$ cat src/logic/fnd_pkg.sv
package fnd_pkg;

	////////////////////////////////////////////////////////////////////////////////
	// Register offsets on the control register port.
	localparam logic [7:0] IN_DIV_ADDR   = 8'h0A;
	localparam logic [7:0] FB_DIV_ADDR   = 8'h0B;
	localparam logic [7:0] FRAC_CFG_ADDR = 8'h0C;
	localparam logic [7:0] OUT_DIV_ADDR  = 8'h0D;

	////////////////////////////////////////////////////////////////////////////////
	// Field widths and positions.
	localparam int IN_DIV_W    = 7;
	localparam int FB_DIV_W    = 8;
	localparam int OUT_DIV_W   = 4;
	localparam int FRAC_W      = 5;
	localparam int FRAC_LSB    = 0;
	localparam int DITHER_LSB  = 5;
	localparam int DITHER_W    = 2;
	localparam int HI_VCO_BIT  = 7;

	////////////////////////////////////////////////////////////////////////////////
	// Reset values: every divider starts switched off, no fraction, medium dither.
	localparam logic [6:0] IN_DIV_RST   = 7'h00;
	localparam logic [7:0] FB_DIV_RST   = 8'h00;
	localparam logic [7:0] FRAC_CFG_RST = 8'h00;
	localparam logic [3:0] OUT_DIV_RST  = 4'h0;

	////////////////////////////////////////////////////////////////////////////////
	// Dither selection codes and amounts.
	typedef enum logic [1:0] {
		FND_DITHER_MEDIUM   = 2'b00,
		FND_DITHER_SMALL    = 2'b01,
		FND_DITHER_LARGE    = 2'b10,
		FND_DITHER_RESERVED = 2'b11
	} fnd_dither_t;

	localparam logic [5:0] DITHER_MEDIUM_AMT = 6'h20;
	localparam logic [5:0] DITHER_SMALL_AMT  = 6'h10;
	localparam logic [5:0] DITHER_LARGE_AMT  = 6'h30;

	////////////////////////////////////////////////////////////////////////////////
	// Modulator accumulator: the five-bit fraction is a numerator over 32,
	// refined by ACC_EXTRA bits so that dither stays below one fraction step.
	localparam int          FRAC_MODULUS = 32;
	localparam int          ACC_EXTRA    = 7;
	localparam int          ACC_W        = FRAC_W + ACC_EXTRA;
	localparam int          SUM_W        = ACC_W + 2;
	localparam logic [15:0] LFSR_SEED    = 16'hACE1;

	////////////////////////////////////////////////////////////////////////////////
	// Oscillator ranges in MHz, reported to the analog band control.
	localparam int VCO_STD_MIN_MHZ  = 40;
	localparam int VCO_STD_MAX_MHZ  = 55;
	localparam int VCO_HIGH_MIN_MHZ = 60;
	localparam int VCO_HIGH_MAX_MHZ = 80;

endpackage

$ cat src/logic/fnd_half_div.sv
`timescale 1ns/1ps

// Half-integer divider: one tick per (code + 1) edges of the input level, so the tick rate
// is the input frequency divided by (code + 1) / 2. Code zero stops the divider.
module fnd_half_div #(
	parameter int W = 7
) (
	input  wire logic         ref_clk,
	input  wire logic         rst_n,
	input  wire logic         level_in,
	input  wire logic [W-1:0] code,
	output logic              tick
);

	typedef struct packed {
		logic         prev;
		logic [W-1:0] cnt;
		logic         tick;
	} fnd_div_state_t;

	fnd_div_state_t st_reg;
	fnd_div_state_t st_next;

	////////////////////////////////////////////////////////////////////////////////
	// Count both edges of the input; each edge is half an input period.
	always_comb begin
		st_next      = st_reg;
		st_next.prev = level_in;
		st_next.tick = 1'b0;
		if (code == '0) begin
			st_next.cnt = '0;
		end else if (level_in != st_reg.prev) begin
			if (st_reg.cnt >= code) begin
				st_next.cnt  = '0;
				st_next.tick = 1'b1;
			end else begin
				st_next.cnt = st_reg.cnt + W'(1);
			end
		end
	end

	// State register.
	always_ff @(posedge ref_clk or negedge rst_n) begin
		if (!rst_n) begin
			st_reg <= '0;
		end else begin
			st_reg <= st_next;
		end
	end

	assign tick = st_reg.tick;

endmodule

$ cat src/logic/fnd_pll_divider.sv
`timescale 1ns/1ps

// Operation
// - Fraction code k adds k/32 to the feedback division.
// - Dither field selects medium 32, small 16 or large 48.
// - High range bit clear keeps 40 to 55 MHz; set raises both limits.
// - Total feedback division is integer code plus fraction code over 32.
// - Fraction code zero gives a plain integer feedback divider.
// - Output frequency is reference times feedback over input times output division.
// - Audio clocks up to 25 MHz, error noise-shaped out of band.
// - Five-bit fraction gives exact 48 and 44.1 kHz clocks at 125 times.
// - Output divider supports half-integer ratios such as 4.5.
// - Bypass path runs 8 to 48 kHz directly from a 12 MHz clock.
// - Input division is input code plus one, halved; zero switches it off.
// - Feedback integer part is the eight-bit code; zero switches it off.
// - Output division is four-bit code plus one, halved; zero switches it off.
module fnd_pll_divider (
	input  wire logic       ref_clk,
	input  wire logic       resetn,
	input  wire logic       mclk_pin,
	input  wire logic       bclk_pin,
	input  wire logic       vco_pin,
	input  wire logic       ref_sel,
	input  wire logic       pll_bypass,
	input  wire logic       reg_wr,
	input  wire logic       reg_rd,
	input  wire logic [7:0] reg_addr,
	input  wire logic [7:0] reg_wdata,
	output logic      [7:0] reg_rdata,
	output logic            comp_tick,
	output logic            fb_tick,
	output logic            audio_tick,
	output logic            vco_range_high,
	output logic      [5:0] dither_level,
	output logic            modulator_active
);

	typedef struct packed {
		logic [1:0]                       mclk_s;
		logic [1:0]                       bclk_s;
		logic [1:0]                       vco_s;
		logic                             vco_prev;
		logic                             ref_prev;
		logic [fnd_pkg::IN_DIV_W-1:0]     in_div_code;
		logic [fnd_pkg::FB_DIV_W-1:0]     fb_div_code;
		logic [7:0]                       frac_cfg;
		logic [fnd_pkg::OUT_DIV_W-1:0]    out_div_code;
		logic [fnd_pkg::FRAC_W-1:0]       frac_act;
		logic [5:0]                       dither_act;
		logic                             hi_vco;
		logic [fnd_pkg::FB_DIV_W:0]       fb_cnt;
		logic                             fb_extra;
		logic [fnd_pkg::ACC_W-1:0]        acc;
		logic [5:0]                       dith_prev;
		logic [15:0]                      lfsr;
		logic                             fb_tick;
		logic                             audio_tick;
		logic [7:0]                       rdata;
	} fnd_state_t;

	fnd_state_t st_reg;
	fnd_state_t st_next;
	logic [1:0] rst_sync_reg;
	logic       rst_n;
	logic       ref_level;
	logic       out_div_tick;

	////////////////////////////////////////////////////////////////////////////////
	// Reset release through two flip-flops.
	always_ff @(posedge ref_clk or negedge resetn) begin
		if (!resetn) begin
			rst_sync_reg <= 2'b00;
		end else begin
			rst_sync_reg <= {rst_sync_reg[0], 1'b1};
		end
	end

	assign rst_n     = rst_sync_reg[1];
	assign ref_level = ref_sel ? st_reg.bclk_s[1] : st_reg.mclk_s[1];

	////////////////////////////////////////////////////////////////////////////////
	// Input and output dividers, both half-integer.
	fnd_half_div #(
		.W (fnd_pkg::IN_DIV_W)
	) u_in_div (
		.ref_clk  (ref_clk),
		.rst_n    (rst_n),
		.level_in (ref_level),
		.code     (st_reg.in_div_code),
		.tick     (comp_tick)
	);

	fnd_half_div #(
		.W (fnd_pkg::OUT_DIV_W)
	) u_out_div (
		.ref_clk  (ref_clk),
		.rst_n    (rst_n),
		.level_in (st_reg.vco_s[1]),
		.code     (st_reg.out_div_code),
		.tick     (out_div_tick)
	);

	// Dither amount decode; the reserved code falls back to medium.
	function automatic logic [5:0] dither_amt(input logic [1:0] sel);
		case (fnd_pkg::fnd_dither_t'(sel))
			fnd_pkg::FND_DITHER_SMALL: dither_amt = fnd_pkg::DITHER_SMALL_AMT;
			fnd_pkg::FND_DITHER_LARGE: dither_amt = fnd_pkg::DITHER_LARGE_AMT;
			fnd_pkg::FND_DITHER_MEDIUM: dither_amt = fnd_pkg::DITHER_MEDIUM_AMT;
			default: dither_amt = fnd_pkg::DITHER_MEDIUM_AMT;
		endcase
	endfunction

	////////////////////////////////////////////////////////////////////////////////
	// Next-state logic: synchronisers, register port, feedback divider and modulator.
	always_comb begin
		logic                        vco_rise;
		logic                        ref_rise;
		logic [fnd_pkg::FB_DIV_W:0]  fb_len;
		logic [5:0]                  dith_now;
		logic [fnd_pkg::SUM_W-1:0]   sum;
		vco_rise = 1'b0;
		ref_rise = 1'b0;
		fb_len   = '0;
		dith_now = '0;
		sum      = '0;
		st_next  = st_reg;

		// Pins pass two flops; edge detection reads only the second stage.
		st_next.mclk_s   = {st_reg.mclk_s[0], mclk_pin};
		st_next.bclk_s   = {st_reg.bclk_s[0], bclk_pin};
		st_next.vco_s    = {st_reg.vco_s[0], vco_pin};
		st_next.vco_prev = st_reg.vco_s[1];
		st_next.ref_prev = ref_level;
		vco_rise = st_reg.vco_s[1] & ~st_reg.vco_prev;
		ref_rise = ref_level & ~st_reg.ref_prev;

		// Register writes; unmapped addresses are ignored.
		if (reg_wr) begin
			case (reg_addr)
				fnd_pkg::IN_DIV_ADDR: st_next.in_div_code = reg_wdata[fnd_pkg::IN_DIV_W-1:0];
				fnd_pkg::FB_DIV_ADDR: st_next.fb_div_code = reg_wdata;
				fnd_pkg::FRAC_CFG_ADDR: st_next.frac_cfg = reg_wdata;
				fnd_pkg::OUT_DIV_ADDR: st_next.out_div_code = reg_wdata[fnd_pkg::OUT_DIV_W-1:0];
				default: st_next.frac_cfg = st_reg.frac_cfg;
			endcase
		end

		// Reads return stored fields only; unmapped addresses read zero.
		if (reg_rd) begin
			case (reg_addr)
				fnd_pkg::IN_DIV_ADDR: st_next.rdata = {1'b0, st_reg.in_div_code};
				fnd_pkg::FB_DIV_ADDR: st_next.rdata = st_reg.fb_div_code;
				fnd_pkg::FRAC_CFG_ADDR: st_next.rdata = st_reg.frac_cfg;
				fnd_pkg::OUT_DIV_ADDR: st_next.rdata = {4'h0, st_reg.out_div_code};
				default: st_next.rdata = 8'h00;
			endcase
		end

		// Oscillator band follows the range bit straight away.
		st_next.hi_vco = st_reg.frac_cfg[fnd_pkg::HI_VCO_BIT];

		// Feedback divider: N or N + 1 oscillator cycles per feedback tick.
		fb_len          = {1'b0, st_reg.fb_div_code} + {{fnd_pkg::FB_DIV_W{1'b0}}, st_reg.fb_extra};
		st_next.fb_tick = 1'b0;
		if (st_reg.fb_div_code == '0) begin
			st_next.fb_cnt   = '0;
			st_next.fb_extra = 1'b0;
			st_next.acc      = '0;
		end else if (vco_rise) begin
			if (st_reg.fb_cnt + 9'h001 >= fb_len) begin
				st_next.fb_cnt  = '0;
				st_next.fb_tick = 1'b1;
				// Modulator update: shadowed fields load here, never mid-cycle.
				st_next.frac_act   = st_reg.frac_cfg[fnd_pkg::FRAC_LSB +: fnd_pkg::FRAC_W];
				st_next.dither_act = dither_amt(st_reg.frac_cfg[fnd_pkg::DITHER_LSB +:
					fnd_pkg::DITHER_W]);
				st_next.lfsr = {st_reg.lfsr[14:0],
					st_reg.lfsr[15] ^ st_reg.lfsr[13] ^ st_reg.lfsr[12] ^ st_reg.lfsr[10]};
				if (st_next.frac_act == '0) begin
					st_next.fb_extra  = 1'b0;
					st_next.acc       = '0;
					st_next.dith_prev = '0;
				end else begin
					// First-difference dither is zero-mean, so the average stays k/32.
					dith_now = st_reg.lfsr[0] ? st_next.dither_act : 6'h00;
					sum = {2'b00, st_reg.acc}
						+ {2'b00, st_next.frac_act, {fnd_pkg::ACC_EXTRA{1'b0}}}
						+ {8'h00, dith_now} - {8'h00, st_reg.dith_prev};
					st_next.fb_extra  = sum[fnd_pkg::ACC_W];
					st_next.acc       = sum[fnd_pkg::ACC_W-1:0];
					st_next.dith_prev = dith_now;
				end
			end else begin
				st_next.fb_cnt = st_reg.fb_cnt + 9'h001;
			end
		end

		// Audio clock: divider output, or the reference itself in bypass.
		st_next.audio_tick = pll_bypass ? ref_rise : out_div_tick;
	end

	////////////////////////////////////////////////////////////////////////////////
	// State register.
	always_ff @(posedge ref_clk or negedge rst_n) begin
		if (!rst_n) begin
			st_reg              <= '0;
			st_reg.in_div_code  <= fnd_pkg::IN_DIV_RST;
			st_reg.fb_div_code  <= fnd_pkg::FB_DIV_RST;
			st_reg.frac_cfg     <= fnd_pkg::FRAC_CFG_RST;
			st_reg.out_div_code <= fnd_pkg::OUT_DIV_RST;
			st_reg.dither_act   <= fnd_pkg::DITHER_MEDIUM_AMT;
			st_reg.lfsr         <= fnd_pkg::LFSR_SEED;
		end else begin
			st_reg <= st_next;
		end
	end

	// Outputs straight from flops, except modulator_active, which is decoded from the stored fraction.
	assign reg_rdata        = st_reg.rdata;
	assign fb_tick          = st_reg.fb_tick;
	assign audio_tick       = st_reg.audio_tick;
	assign vco_range_high   = st_reg.hi_vco;
	assign dither_level     = st_reg.dither_act;
	assign modulator_active = (st_reg.frac_act != '0);

endmodule

$ cat config.mk
export PLATFORM = sky130hd
export DESIGN_NAME = fnd_pll_divider
export DESIGN_NICKNAME = d
export VERILOG_FILES = /design/src/logic/fnd_pkg.sv /design/src/logic/fnd_half_div.sv /design/src/logic/fnd_pll_divider.sv
export SDC_FILE = /design/constraint.sdc
export NUM_CORES = 1
export LEC_CHECK = 0
export BUFFER_PORTS_ARGS = -buffer_cell sky130_fd_sc_hd__buf_2
export CELL_PAD_IN_SITES_DETAIL_PLACEMENT = 1
export CELL_PAD_IN_SITES_GLOBAL_PLACEMENT = 1
export CORE_MARGIN = 1
export CORE_UTILIZATION = 30
export DETAILED_ROUTE_END_ITERATION = 8
export PLACE_DENSITY_LB_ADDON = 0.1
export SYNTH_ARGS = -nofsm -noshare
export SYNTH_HDL_FRONTEND = slang
export SYNTH_SLANG_ARGS = --single-unit
export TNS_END_PERCENT = 5
$ cat constraint.sdc
create_clock -name ref_clk -period 6.9 [get_ports ref_clk]
set_clock_uncertainty 0.2 [all_clocks]
set_input_delay 0.69 -clock ref_clk [delete_from_list [all_inputs] [get_ports ref_clk]]
set_output_delay 0.69 -clock ref_clk [all_outputs]
set_load 0.005 [all_outputs]
==> results.tsv, run 1 <==
stage	metric	value	unit
synth	register bit total from synthesis	106	
final_layout	layout cells sized above 1	21.7	%
floorplanning	Die Y	140	µm
cts	later-pin clock latency in the skew report	0.36	ns
outcome	violations in the final reports	DRC	
synth	area share of the leading cell type in the synthesized netlist	42.6	%
sta	setup ws final	3.13	ns
worst_setup_path	crit-path max FO	38	
drt	routed length per instance	16.4	µm
floorplanning	core area	18600	µm²
floorplanning	Rows	50	
sta	Max Fclk	0.265	GHz
power_and_ir_drop	Sw Ratio	30.4	%
synth	Post-synth top cells	dfrtp_1, inv_1, ha_1	
final_layout	max FFs per register	71	
drt	Via-to-Cell Ratio	4.91	
drt	first drt pass iteration count	9	
sta	clock period minus worst slack	3.77	ns
synth	area leader, netlist	dfrtp_1	
cts	register clock-pin slew on the reported worst setup and hold paths	0.07	ns
final_layout	# diodes	0	
power_and_ir_drop	PwrDens	238	nW/µm²
power_and_ir_drop	Leakage Power	3.00	nW
flow_run	maxcap violations	0	
synth	Area contributors post-synth	dfrtp_1, ha_1, mux2_2	
worst_setup_path	Startpoint Class	flip-flop	
synth	yosys warns	0	
worst_setup_path	Largest delay share family, worst path	simple AND/OR/NAND/NOR gates	
synth	ys flop type	dfrtp_1	
power_and_ir_drop	Clock power frac	33.5	%
final_layout	multi-input logic area	2680	µm²
placement	placer congestion estimate	0.725	
power_and_ir_drop	Peak supply drop	0.107	mV
sta	Final Hold Viols	0	
final_layout	core occupancy in the finished layout	34.0	%
worst_setup_path	slowest CP cell	nor2_1	
worst_setup_path	worst reg2reg setup slack	3.13	ns
drt	post-route ant nets	0	
synth	ys async rst share	100	%
power_and_ir_drop	internal power	1.05	mW
worst_setup_path	FF-to-FF path depth	12	
worst_setup_path	worst path cell trace	ha_1, nand3_1, nor2_1, nand3_1, xnor2_1, ha_1, nand4_1, a211oi_1, o21bai_2, buf_4, nor2_1, a22o_1	
worst_setup_path	worst path bufs/invs	1	
drt	DRC	1	
final_layout	# fillers	2077	
cts	Post-CTS Setup Bufs	0	
sta	worst-margin pin slew	0.839	ns
sta	Rel. slew slack	43.9	%
floorplanning	initial core utilization	30.5	%
grt	Overall Global Routing Usage	14.5	%
floorplanning	Top Ports	44	
worst_setup_path	reg2reg end	st_reg[38]	
placement	pre-CTS WS	3.09	ns
power_and_ir_drop	total power draw	1.51	mW
cts	CTS root buf	clkbuf_16	
cts	Clock Path Buffers	2	
synth	cell count after synthesis	517	
worst_setup_path	Crit path required time	6.98	ns
sta	setup TNS	0	ns
final_layout	layout net count	620	
sta	fin crit share	54.6	%
worst_hold_path	worst hold path class	reg2async	
synth	Synth cell types	54	
drt	total wire length	12.9	mm
cts	Sink Count	106	
worst_setup_path	RR Startpoint	st_reg[45]	
placement	Port Buffers	39	
drt	via count	3861	
cts	CTS tree	done	
final_layout	Storage cell area	2670	µm²
floorplanning	die outline width	140	µm
synth	post-synthesis cell area	5690	µm²
grt	initial antenna violation count	0	
sta	Final Max Slew Viols	0	
synth	synthesized area per cell	11.0	µm²
sta	final number of setup-violating endpoints	0	
worst_setup_path	worst setup path category	reg2reg	
power_and_ir_drop	Sequential Power Share	45.9	%
worst_setup_path	critical path arrival	3.85	ns
synth	register area share after synthesis	46.8	%
grt	vias in the first global route	4289	
outcome	outcome	finished with violations	
power_and_ir_drop	Net Sw Power	0.460	mW
worst_setup_path	crit path capture type	flip-flop	
cts	Num CTS Buffers	9	
final_layout	area growth from synthesis to layout	11.5	%
worst_setup_path	Worst path max stage delay	0.69	ns
floorplanning	Die Area	19500	µm²
drt	DRT iter0 DRCs	113	
synth	EDFF count, synth	0	
sta	RSZ-0062 raised after global routing	false	
synth	most instantiated library cell after synthesis	dfrtp_1	
grt	global route overflow	0	
placement	hpwl dp	9.64	mm
cts	CTS H-tree depth	3	
grt	first-pass GRT wire length	22.1	mm
grt	largest net degree at the start of global routing	65	
power_and_ir_drop	Comb power frac	20.5	%
==> worst max-delay path by stage <==
stage / startpoint / end / slack (ns) / cells after the start
after global routing: st_reg[45] / st_reg[36] / 2.72 / 12
after detailed placement: st_reg[45] / st_reg[35] / 3.09 / 12
final: st_reg[45] / st_reg[38] / 3.13 / 12
after floorplan: rst_sync_reg[1] / audio_tick / 3.54 / 0
after CTS: st_reg[45] / st_reg[36] / 3.06 / 12
after global placement: st_reg[45] / st_reg[44] / 3.24 / 12
==> what timing repair did <==
action	4_1_cts	5_1_grt
endpoints found under the hold margin	2	0
gates resized for setup	0	0
hold buffers	1	0
==> cells in the final DEF (no fill, tap or decap), types with 3 or more instances in the layout <==
| master | instances |
|---|---|
| a21o_1 | 9 |
| a21oi_1 | 12 |
| a221oi_1 | 4 |
| a222oi_1 | 3 |
| a22o_1 | 20 |
| a31oi_1 | 5 |
| and3_1 | 4 |
| buf_2 | 39 |
| clkbuf_16 | 9 |
| conb_1 | 5 |
| dfrtp_1 | 96 |
| dfstp_2 | 9 |
| ha_1 | 45 |
| inv_1 | 51 |
| mux2_2 | 43 |
| mux2i_1 | 3 |
| nand2_1 | 31 |
| nand2b_1 | 7 |
| nand3_1 | 14 |
| nand4_1 | 7 |
| nor2_1 | 18 |
| nor3_1 | 5 |
| nor4_1 | 4 |
| o21a_1 | 3 |
| o21ai_0 | 21 |
| o21bai_1 | 6 |
| o2bb2ai_1 | 8 |
| o31ai_1 | 4 |
| xnor2_1 | 18 |
| xor2_1 | 10 |
==> cell type report <==
| cell class | instances | area share, % |
|---|---|---|
| Multi-Input combinational cell | 336 | 42.2 |
| Sequential cell | 106 | 42.0 |
| Tap cell | 234 | 4.61 |
| Clock buffer | 9 | 3.55 |
| Timing Repair Buffer | 42 | 3.47 |
| Inverter | 53 | 3.14 |
| Clock inverter | 7 | 0.986 |
==> through the flow <==
stage / std cells / hold WS [ns] / cell area, µm²
floorplan: 520 / 0.131 / 5700
global placement: 770 / 0.134 / 6050
detailed placement: 770 / 0.137 / 6050
CTS: 787 / 0.148 / 6340
global route: 787 / 0.151 / 6340
finish: 787 / 0.121 / 6340
==> cells by family (layout without fill, tap and decap cells) <==
family / count (synthesis) / count (layout) / synth area share, %
mux: 46 / 46 / 9.03
fa+ha+maj: 47 / 47 / 10.6
buf+inv: 78 / 111 / 6.37
other cells: 2 / 5 / 0.132
simple gates: 106 / 106 / 9.49
xor+xnor: 28 / 28 / 4.31
compound gates: 104 / 104 / 13.3
flops: 106 / 106 / 46.8
==> per-layer routing <==
metal | global-route usage (%) | vias to the layer above | routed length (µm)
met3 | 2.99 | 8 | 288
met2 | 25.3 | 31 | 6450
met4 | 4.22 | 0 | 137
li1 | - | 1862 | -
met1 | 17.8 | 1960 | 6050
met5 | 0 | - | 0
==> power by group through the flow <==
stage          Sequential, mW  Clock [mW]  Combinational, mW
4_1_cts                 0.696       0.534              0.320
6_report                0.694       0.507              0.311
3_5_place_dp            0.708           0              0.318
5_1_grt                 0.702       0.552              0.356
3_3_place_gp            0.706           0              0.311
2_1_floorplan           0.701           0              0.241
==> worst reg2reg max path: stages (launching register included) <==
cell      delay [ns]
dfrtp_1         0.44
ha_1            0.27
nand3_1         0.16
nor2_1          0.26
nand3_1         0.13
xnor2_1         0.17
ha_1            0.32
nand4_1         0.09
a211oi_1        0.35
o21bai_2        0.12
buf_4           0.26
nor2_1          0.71
a22o_1          0.24
Power figures use the tool's default switching activity.
==> inputs of run 2 (changes only) <==
==> constraint.sdc (replaced) <==
create_clock -name ref_clk -period 3.85 [get_ports ref_clk]
set_clock_uncertainty 0.2 [all_clocks]
set_input_delay 0.385 -clock ref_clk [delete_from_list [all_inputs] [get_ports ref_clk]]
set_output_delay 0.385 -clock ref_clk [all_outputs]
set_load 0.005 [all_outputs]
==> run 2 against run 1 <==
Compared with the run above: the run still ends with DRC left; final cell count is 0.89% higher; critical endpoint is now st_reg[40]; critical path depth is 1 higher; non-clock buffer count is 7 higher; largest power group unchanged; combinational power is 80% higher; via count is 0.93% higher; final area is 1.2% higher.
==> results.tsv, run 2 (synthesis gave the netlist of run 1 again) <==
stage	metric	value	unit
outcome	outcome	finished with violations	
outcome	violations in the final reports	DRC	
placement	Port Buffers	39	
sta	worst-margin pin slew	0.712	ns
cts	Clock Path Buffers	2	
final_layout	Storage cell area	2670	µm²
drt	routed length per instance	16.2	µm
power_and_ir_drop	Net Sw Power	0.828	mW
final_layout	Finished Layout Cells	794	
final_layout	area growth from synthesis to layout	12.8	%
drt	DRT iter0 DRCs	106	
floorplanning	Top Ports	44	
power_and_ir_drop	Sequential Power Share	45.9	%
cts	later-pin clock latency in the skew report	0.35	ns
sta	final number of setup-violating endpoints	0	
grt	global route overflow	0	
worst_hold_path	worst hold path class	in2reg	
power_and_ir_drop	PwrDens	424	nW/µm²
cts	CTS tree	done	
worst_setup_path	worst setup path category	reg2reg	
final_layout	commonest non-fill, non-tap cells in the layout	dfrtp_1, inv_1, ha_1	
cts	Post-CTS Setup Bufs	0	
grt	largest net degree at the start of global routing	51	
grt	vias in the first global route	4171	
grt	first-pass GRT wire length	21.8	mm
power_and_ir_drop	internal power	1.89	mW
placement	placer congestion estimate	0.711	
drt	first drt pass iteration count	6	
final_layout	core occupancy in the finished layout	34.4	%
floorplanning	Die Area	19500	µm²
final_layout	most common cell after layout, fill and taps aside	dfrtp_1	
floorplanning	Rows	50	
sta	Final Max Slew Viols	0	
final_layout	# diodes	0	
final_layout	max FFs per register	71	
sta	fin crit share	83.8	%
floorplanning	Die Y	140	µm
power_and_ir_drop	Comb power frac	20.6	%
worst_hold_path	hold path cells	2	
grt	Overall Global Routing Usage	14.3	%
power_and_ir_drop	Leakage Power	3.04	nW
sta	Max Fclk	0.310	GHz
grt	initial antenna violation count	0	
flow_run	maxcap violations	0	
drt	total wire length	12.9	mm
worst_setup_path	Crit path required time	3.89	ns
cts	CTS H-tree depth	3	
sta	Rel. slew slack	52.5	%
power_and_ir_drop	Clock power frac	33.5	%
cts	Sink Count	106	
drt	post-route ant nets	0	
power_and_ir_drop	total power draw	2.72	mW
worst_setup_path	crit path capture type	flip-flop	
drt	DRC	1	
worst_setup_path	FF-to-FF path depth	13	
sta	RSZ-0062 raised after global routing	false	
drt	Via-to-Cell Ratio	4.91	
cts	register clock-pin slew on the reported worst setup and hold paths	0.08	ns
final_layout	layout net count	627	
power_and_ir_drop	Peak supply drop	0.209	mV
sta	Final Hold Viols	0	
worst_setup_path	critical path arrival	3.27	ns
drt	via count	3897	
worst_setup_path	Startpoint Class	flip-flop	
placement	Cells after DPL	774	
final_layout	multi-input logic area	2680	µm²
power_and_ir_drop	Sw Ratio	30.4	%
final_layout	layout cells sized above 1	22.0	%
cts	CTS root buf	clkbuf_16	
sta	setup TNS	0	ns
floorplanning	die outline width	140	µm
cts	Num CTS Buffers	9	
floorplanning	initial core utilization	30.5	%
floorplanning	core area	18600	µm²
sta	clock period minus worst slack	3.23	ns
sta	hold slack	0.0794	ns
final_layout	# fillers	2082	
placement	hpwl dp	9.61	mm
worst_setup_path	crit-path max FO	38	
-- run 2: critical path, stage by stage, from the launching register on --
cell and delay (ns):
dfrtp_1 0.43, ha_1 0.25, nand3_1 0.16, nor2_1 0.24, nand3_1 0.13, xnor2_1 0.22
ha_1 0.29, a21oi_1 0.12, o21ai_0 0.17, o21bai_2 0.21, buf_12 0.22, nor2_1 0.07
buf_4 0.19, a22o_1 0.19
-- run 2: power by group through the flow --
stage	Sequential, mW	Combinational, mW	Clock [mW]
floorplan	1.26	0.432	0
global placement	1.27	0.557	0
detailed placement	1.27	0.565	0
CTS	1.25	0.571	0.960
global route	1.26	0.631	0.991
finish	1.25	0.561	0.912
-- run 2: per-layer routing --
metal	track usage (%)	share of wire, %	vias to the layer above
li1	-	-	1880
met1	18.5	48	1974
met2	23.9	49	30
met3	2.99	2.3	13
met4	4.74	1.5	0
met5	0	0	-
-- run 2: final cells by class --
class	count	area share (%)
multi-input cells	336	41.7
flip-flops and latches	106	41.6
repair buffers	49	4.56
well taps	234	4.56
clock buffers	10	3.57
inverters	53	3.10
clock inverters	6	0.955
-- run 2: worst paths after layout --
path,startpoint,slack [ns],endpoint
max reg2reg,st_reg[45],0.62,st_reg[40]
max in group asynchronous,rst_sync_reg[1],2.40,st_reg[20]
min in group asynchronous,resetn,0.13,rst_sync_reg[1]
max,st_reg[45],0.62,st_reg[40]
min,pll_bypass,0.08,audio_tick
min reg2reg,st_next[98],0.16,st_reg[98]
-- run 2: stage by stage --
step | worst slack, ns | cell area (µm²)
final | 0.624 | 6420
after global routing | 0.365 | 6420
after CTS | 0.604 | 6420
after detailed placement | 0.639 | 6090
after global placement | 0.684 | 6090
after floorplan | 0.494 | 5700
-- run 2: repair_timing --
action,4_1_cts,5_1_grt
resized for setup,0,0
hold buffers,4,0
endpoints found under the hold margin,5,0
==> inputs of run 3 (changes only) <==
==> constraint.sdc (replaced) <==
create_clock -name ref_clk -period 2.74 [get_ports ref_clk]
set_clock_uncertainty 0.2 [all_clocks]
set_input_delay 0.274 -clock ref_clk [delete_from_list [all_inputs] [get_ports ref_clk]]
set_output_delay 0.274 -clock ref_clk [all_outputs]
set_load 0.005 [all_outputs]
==> run 3 against run 2 <==
Compared with the run above: the run ends with setup timing left; register-to-register slack got worse by 0.83 ns; setup slack got worse by 0.83 ns; non-clock buffer count is 45 higher; clock-buffer cell count unchanged; critical path depth decreased by 1; routed wire length up 6.4%; sequential power rose by 40%; flip-flop and latch count is the same; first-iteration DRC count is 16% lower; maximum frequency increased by 9.4%; final cell count rose by 5.9%; largest cell class unchanged.
==> results.tsv, run 3 (synthesis gave the netlist of run 1 again) <==
stage	metric	value	unit
outcome	outcome	finished with violations	
outcome	violations in the final reports	setup timing	
sta	Rel. slew slack	41.9	%
sta	fin crit share	108	%
floorplanning	core area	18600	µm²
drt	Via-to-Cell Ratio	4.88	
cts	CTS H-tree depth	3	
drt	first drt pass iteration count	4	
grt	met1 global-route usage	18.9	%
floorplanning	Top Ports	44	
power_and_ir_drop	Peak supply drop	0.275	mV
flow_run	maxcap violations	0	
grt	GR met3 Demand/Resource	2.79	%
final_layout	most common cell after layout, fill and taps aside	dfrtp_1	
power_and_ir_drop	Clock power frac	33.0	%
worst_setup_path	crit path capture type	flip-flop	
power_and_ir_drop	Leakage Power	3.35	nW
worst_setup_path	critical path arrival	2.99	ns
cts	later-pin clock latency in the skew report	0.35	ns
drt	DRC	0	
sta	final number of setup-violating endpoints	45	
final_layout	# fillers	2066	
power_and_ir_drop	Sw Ratio	30.0	%
worst_setup_path	Startpoint Class	flip-flop	
placement	placer congestion estimate	0.793	
drt	post-route ant nets	0	
worst_setup_path	Crit path required time	2.78	ns
worst_setup_path	FF-to-FF path depth	12	
placement	hpwl dp	10.2	mm
power_and_ir_drop	Comb power frac	26.1	%
placement	Cells after DPL	810	
grt	initial antenna violation count	0	
sta	Final Max Slew Viols	0	
floorplanning	Rows	50	
sta	setup ws final	-0.210	ns
sta	worst-margin pin slew	0.868	ns
power_and_ir_drop	Sequential Power Share	40.9	%
drt	total wire length	13.7	mm
floorplanning	Die Y	140	µm
floorplanning	initial core utilization	30.5	%
grt	GR Util met2	26.1	%
placement	Port Buffers	39	
grt	Overall Global Routing Usage	15.0	%
final_layout	Finished Layout Cells	841	
cts	register clock-pin slew on the reported worst setup and hold paths	0.08	ns
sta	clock period minus worst slack	2.95	ns
cts	CTS root buf	clkbuf_16	
final_layout	layout cells sized above 1	34.6	%
sta	Final Hold Viols	0	
drt	DRT iter0 DRCs	89	
worst_hold_path	hold path cells	2	
cts	CTS tree	done	
final_layout	area growth from synthesis to layout	25.0	%
grt	largest net degree at the start of global routing	44	
drt	via count	4107	
worst_setup_path	crit-path max FO	6	
final_layout	max FFs per register	71	
grt	first-pass GRT wire length	23.0	mm
power_and_ir_drop	total power draw	4.27	mW
power_and_ir_drop	internal power	2.99	mW
floorplanning	die outline width	140	µm
cts	Sink Count	106	
final_layout	commonest non-fill, non-tap cells in the layout	dfrtp_1, inv_1, mux2_2	
sta	RSZ-0062 raised after global routing	true	
cts	Clock Path Buffers	2	
power_and_ir_drop	PwrDens	601	nW/µm²
drt	routed length per instance	16.3	µm
worst_hold_path	worst hold path class	in2reg	
power_and_ir_drop	Net Sw Power	1.28	mW
grt	vias in the first global route	4483	
sta	Max Fclk	0.339	GHz
final_layout	# diodes	0	
floorplanning	Die Area	19500	µm²
cts	Num CTS Buffers	9	
final_layout	layout net count	674	
grt	busiest metal layer after global routing	met2	
worst_setup_path	worst setup path category	reg2reg	
grt	global route overflow	0	
run 3: cell types whose count changed in the layout (fill, tap and decap cells not counted), sizes merged:
| cell | delta |
|---|---|
| and2 | +1 |
| buf | +40 |
| bufinv | +1 |
| clkbuf | +1 |
| clkinv | -3 |
| dlygate4sd3 | +4 |
| inv | +2 |
| nor2 | +1 |
run 3: metal layers:
layer / wire length, µm / vias to the layer above
li1: - / 1974
met1: 6430 / 2101
met2: 6910 / 23
met3: 225 / 9
met4: 137 / 0
met5: 0 / -
run 3: critical path, stage by stage (launching register included):
cell	delay (ns)
dfrtp_1	0.40
ha_4	0.16
and3_4	0.18
nand3_2	0.09
or2_4	0.25
xor2_2	0.14
ha_1	0.31
nand4_1	0.10
a211oi_2	0.33
buf_4	0.19
o21ai_4	0.06
and2_4	0.20
a22o_1	0.23
run 3: path summary, 6_finish.rpt:
check | from | slack (ns) | end
max in group asynchronous | rst_sync_reg[1] | 1.44 | st_reg[10]
worst max register to register | st_reg[78] | -0.21 | st_reg[36]
worst min-delay path | reg_wdata[5] | 0.01 | st_reg[75]
min in group asynchronous | resetn | 0.02 | rst_sync_reg[1]
worst min register to register | rst_sync_reg[1] | 0.12 | u_out_div.st_reg[3]
worst max-delay path | st_reg[78] | -0.21 | st_reg[36]
run 3: metrics by stage:
step	utilization (%)	setup TNS (ns)	cell area, µm²	setup slack (ns)	hold slack (ns)
after floorplan	-	-2.39	5710	-0.171	-0.222
after global placement	34.1	-12.32	6360	-0.396	-0.142
after detailed placement	34.1	-15.45	6360	-0.470	-0.141
after CTS	37.2	-6.95	6930	-0.240	0.000497
after global routing	38.2	-11.97	7120	-0.333	0.0134
final	38.2	-6.30	7120	-0.210	0.0115
run 3: timing repair:
action	CTS	global route
resized for setup	42	36
hold endpoints to repair	11	0
setup endpoints to repair	46	46
setup buffers	2	2
cloned	1	2
pin swaps	11	27
hold buffers	8	0
run 3: power groups by stage:
stage                     combinational [mW]  clock [mW]  sequential [mW]
after CTS                               1.08        1.46             1.75
after global routing                    1.24        1.53             1.77
final                                   1.12        1.41             1.75
after floorplan                        0.607           0             1.77
after detailed placement               0.939           0             1.77
after global placement                 0.921           0             1.77
run 3: final cells by class:
type                            instances  area, µm²  area share (%)
Tap cell                              234        293            4.11
Inverter                               53        204            2.87
Clock buffer                           10        239            3.36
Clock inverter                          6       80.1            1.13
Timing Repair Buffer                   94        687            9.65
Multi-Input combinational cell        338       2950            41.4
Sequential cell                       106       2670            37.5
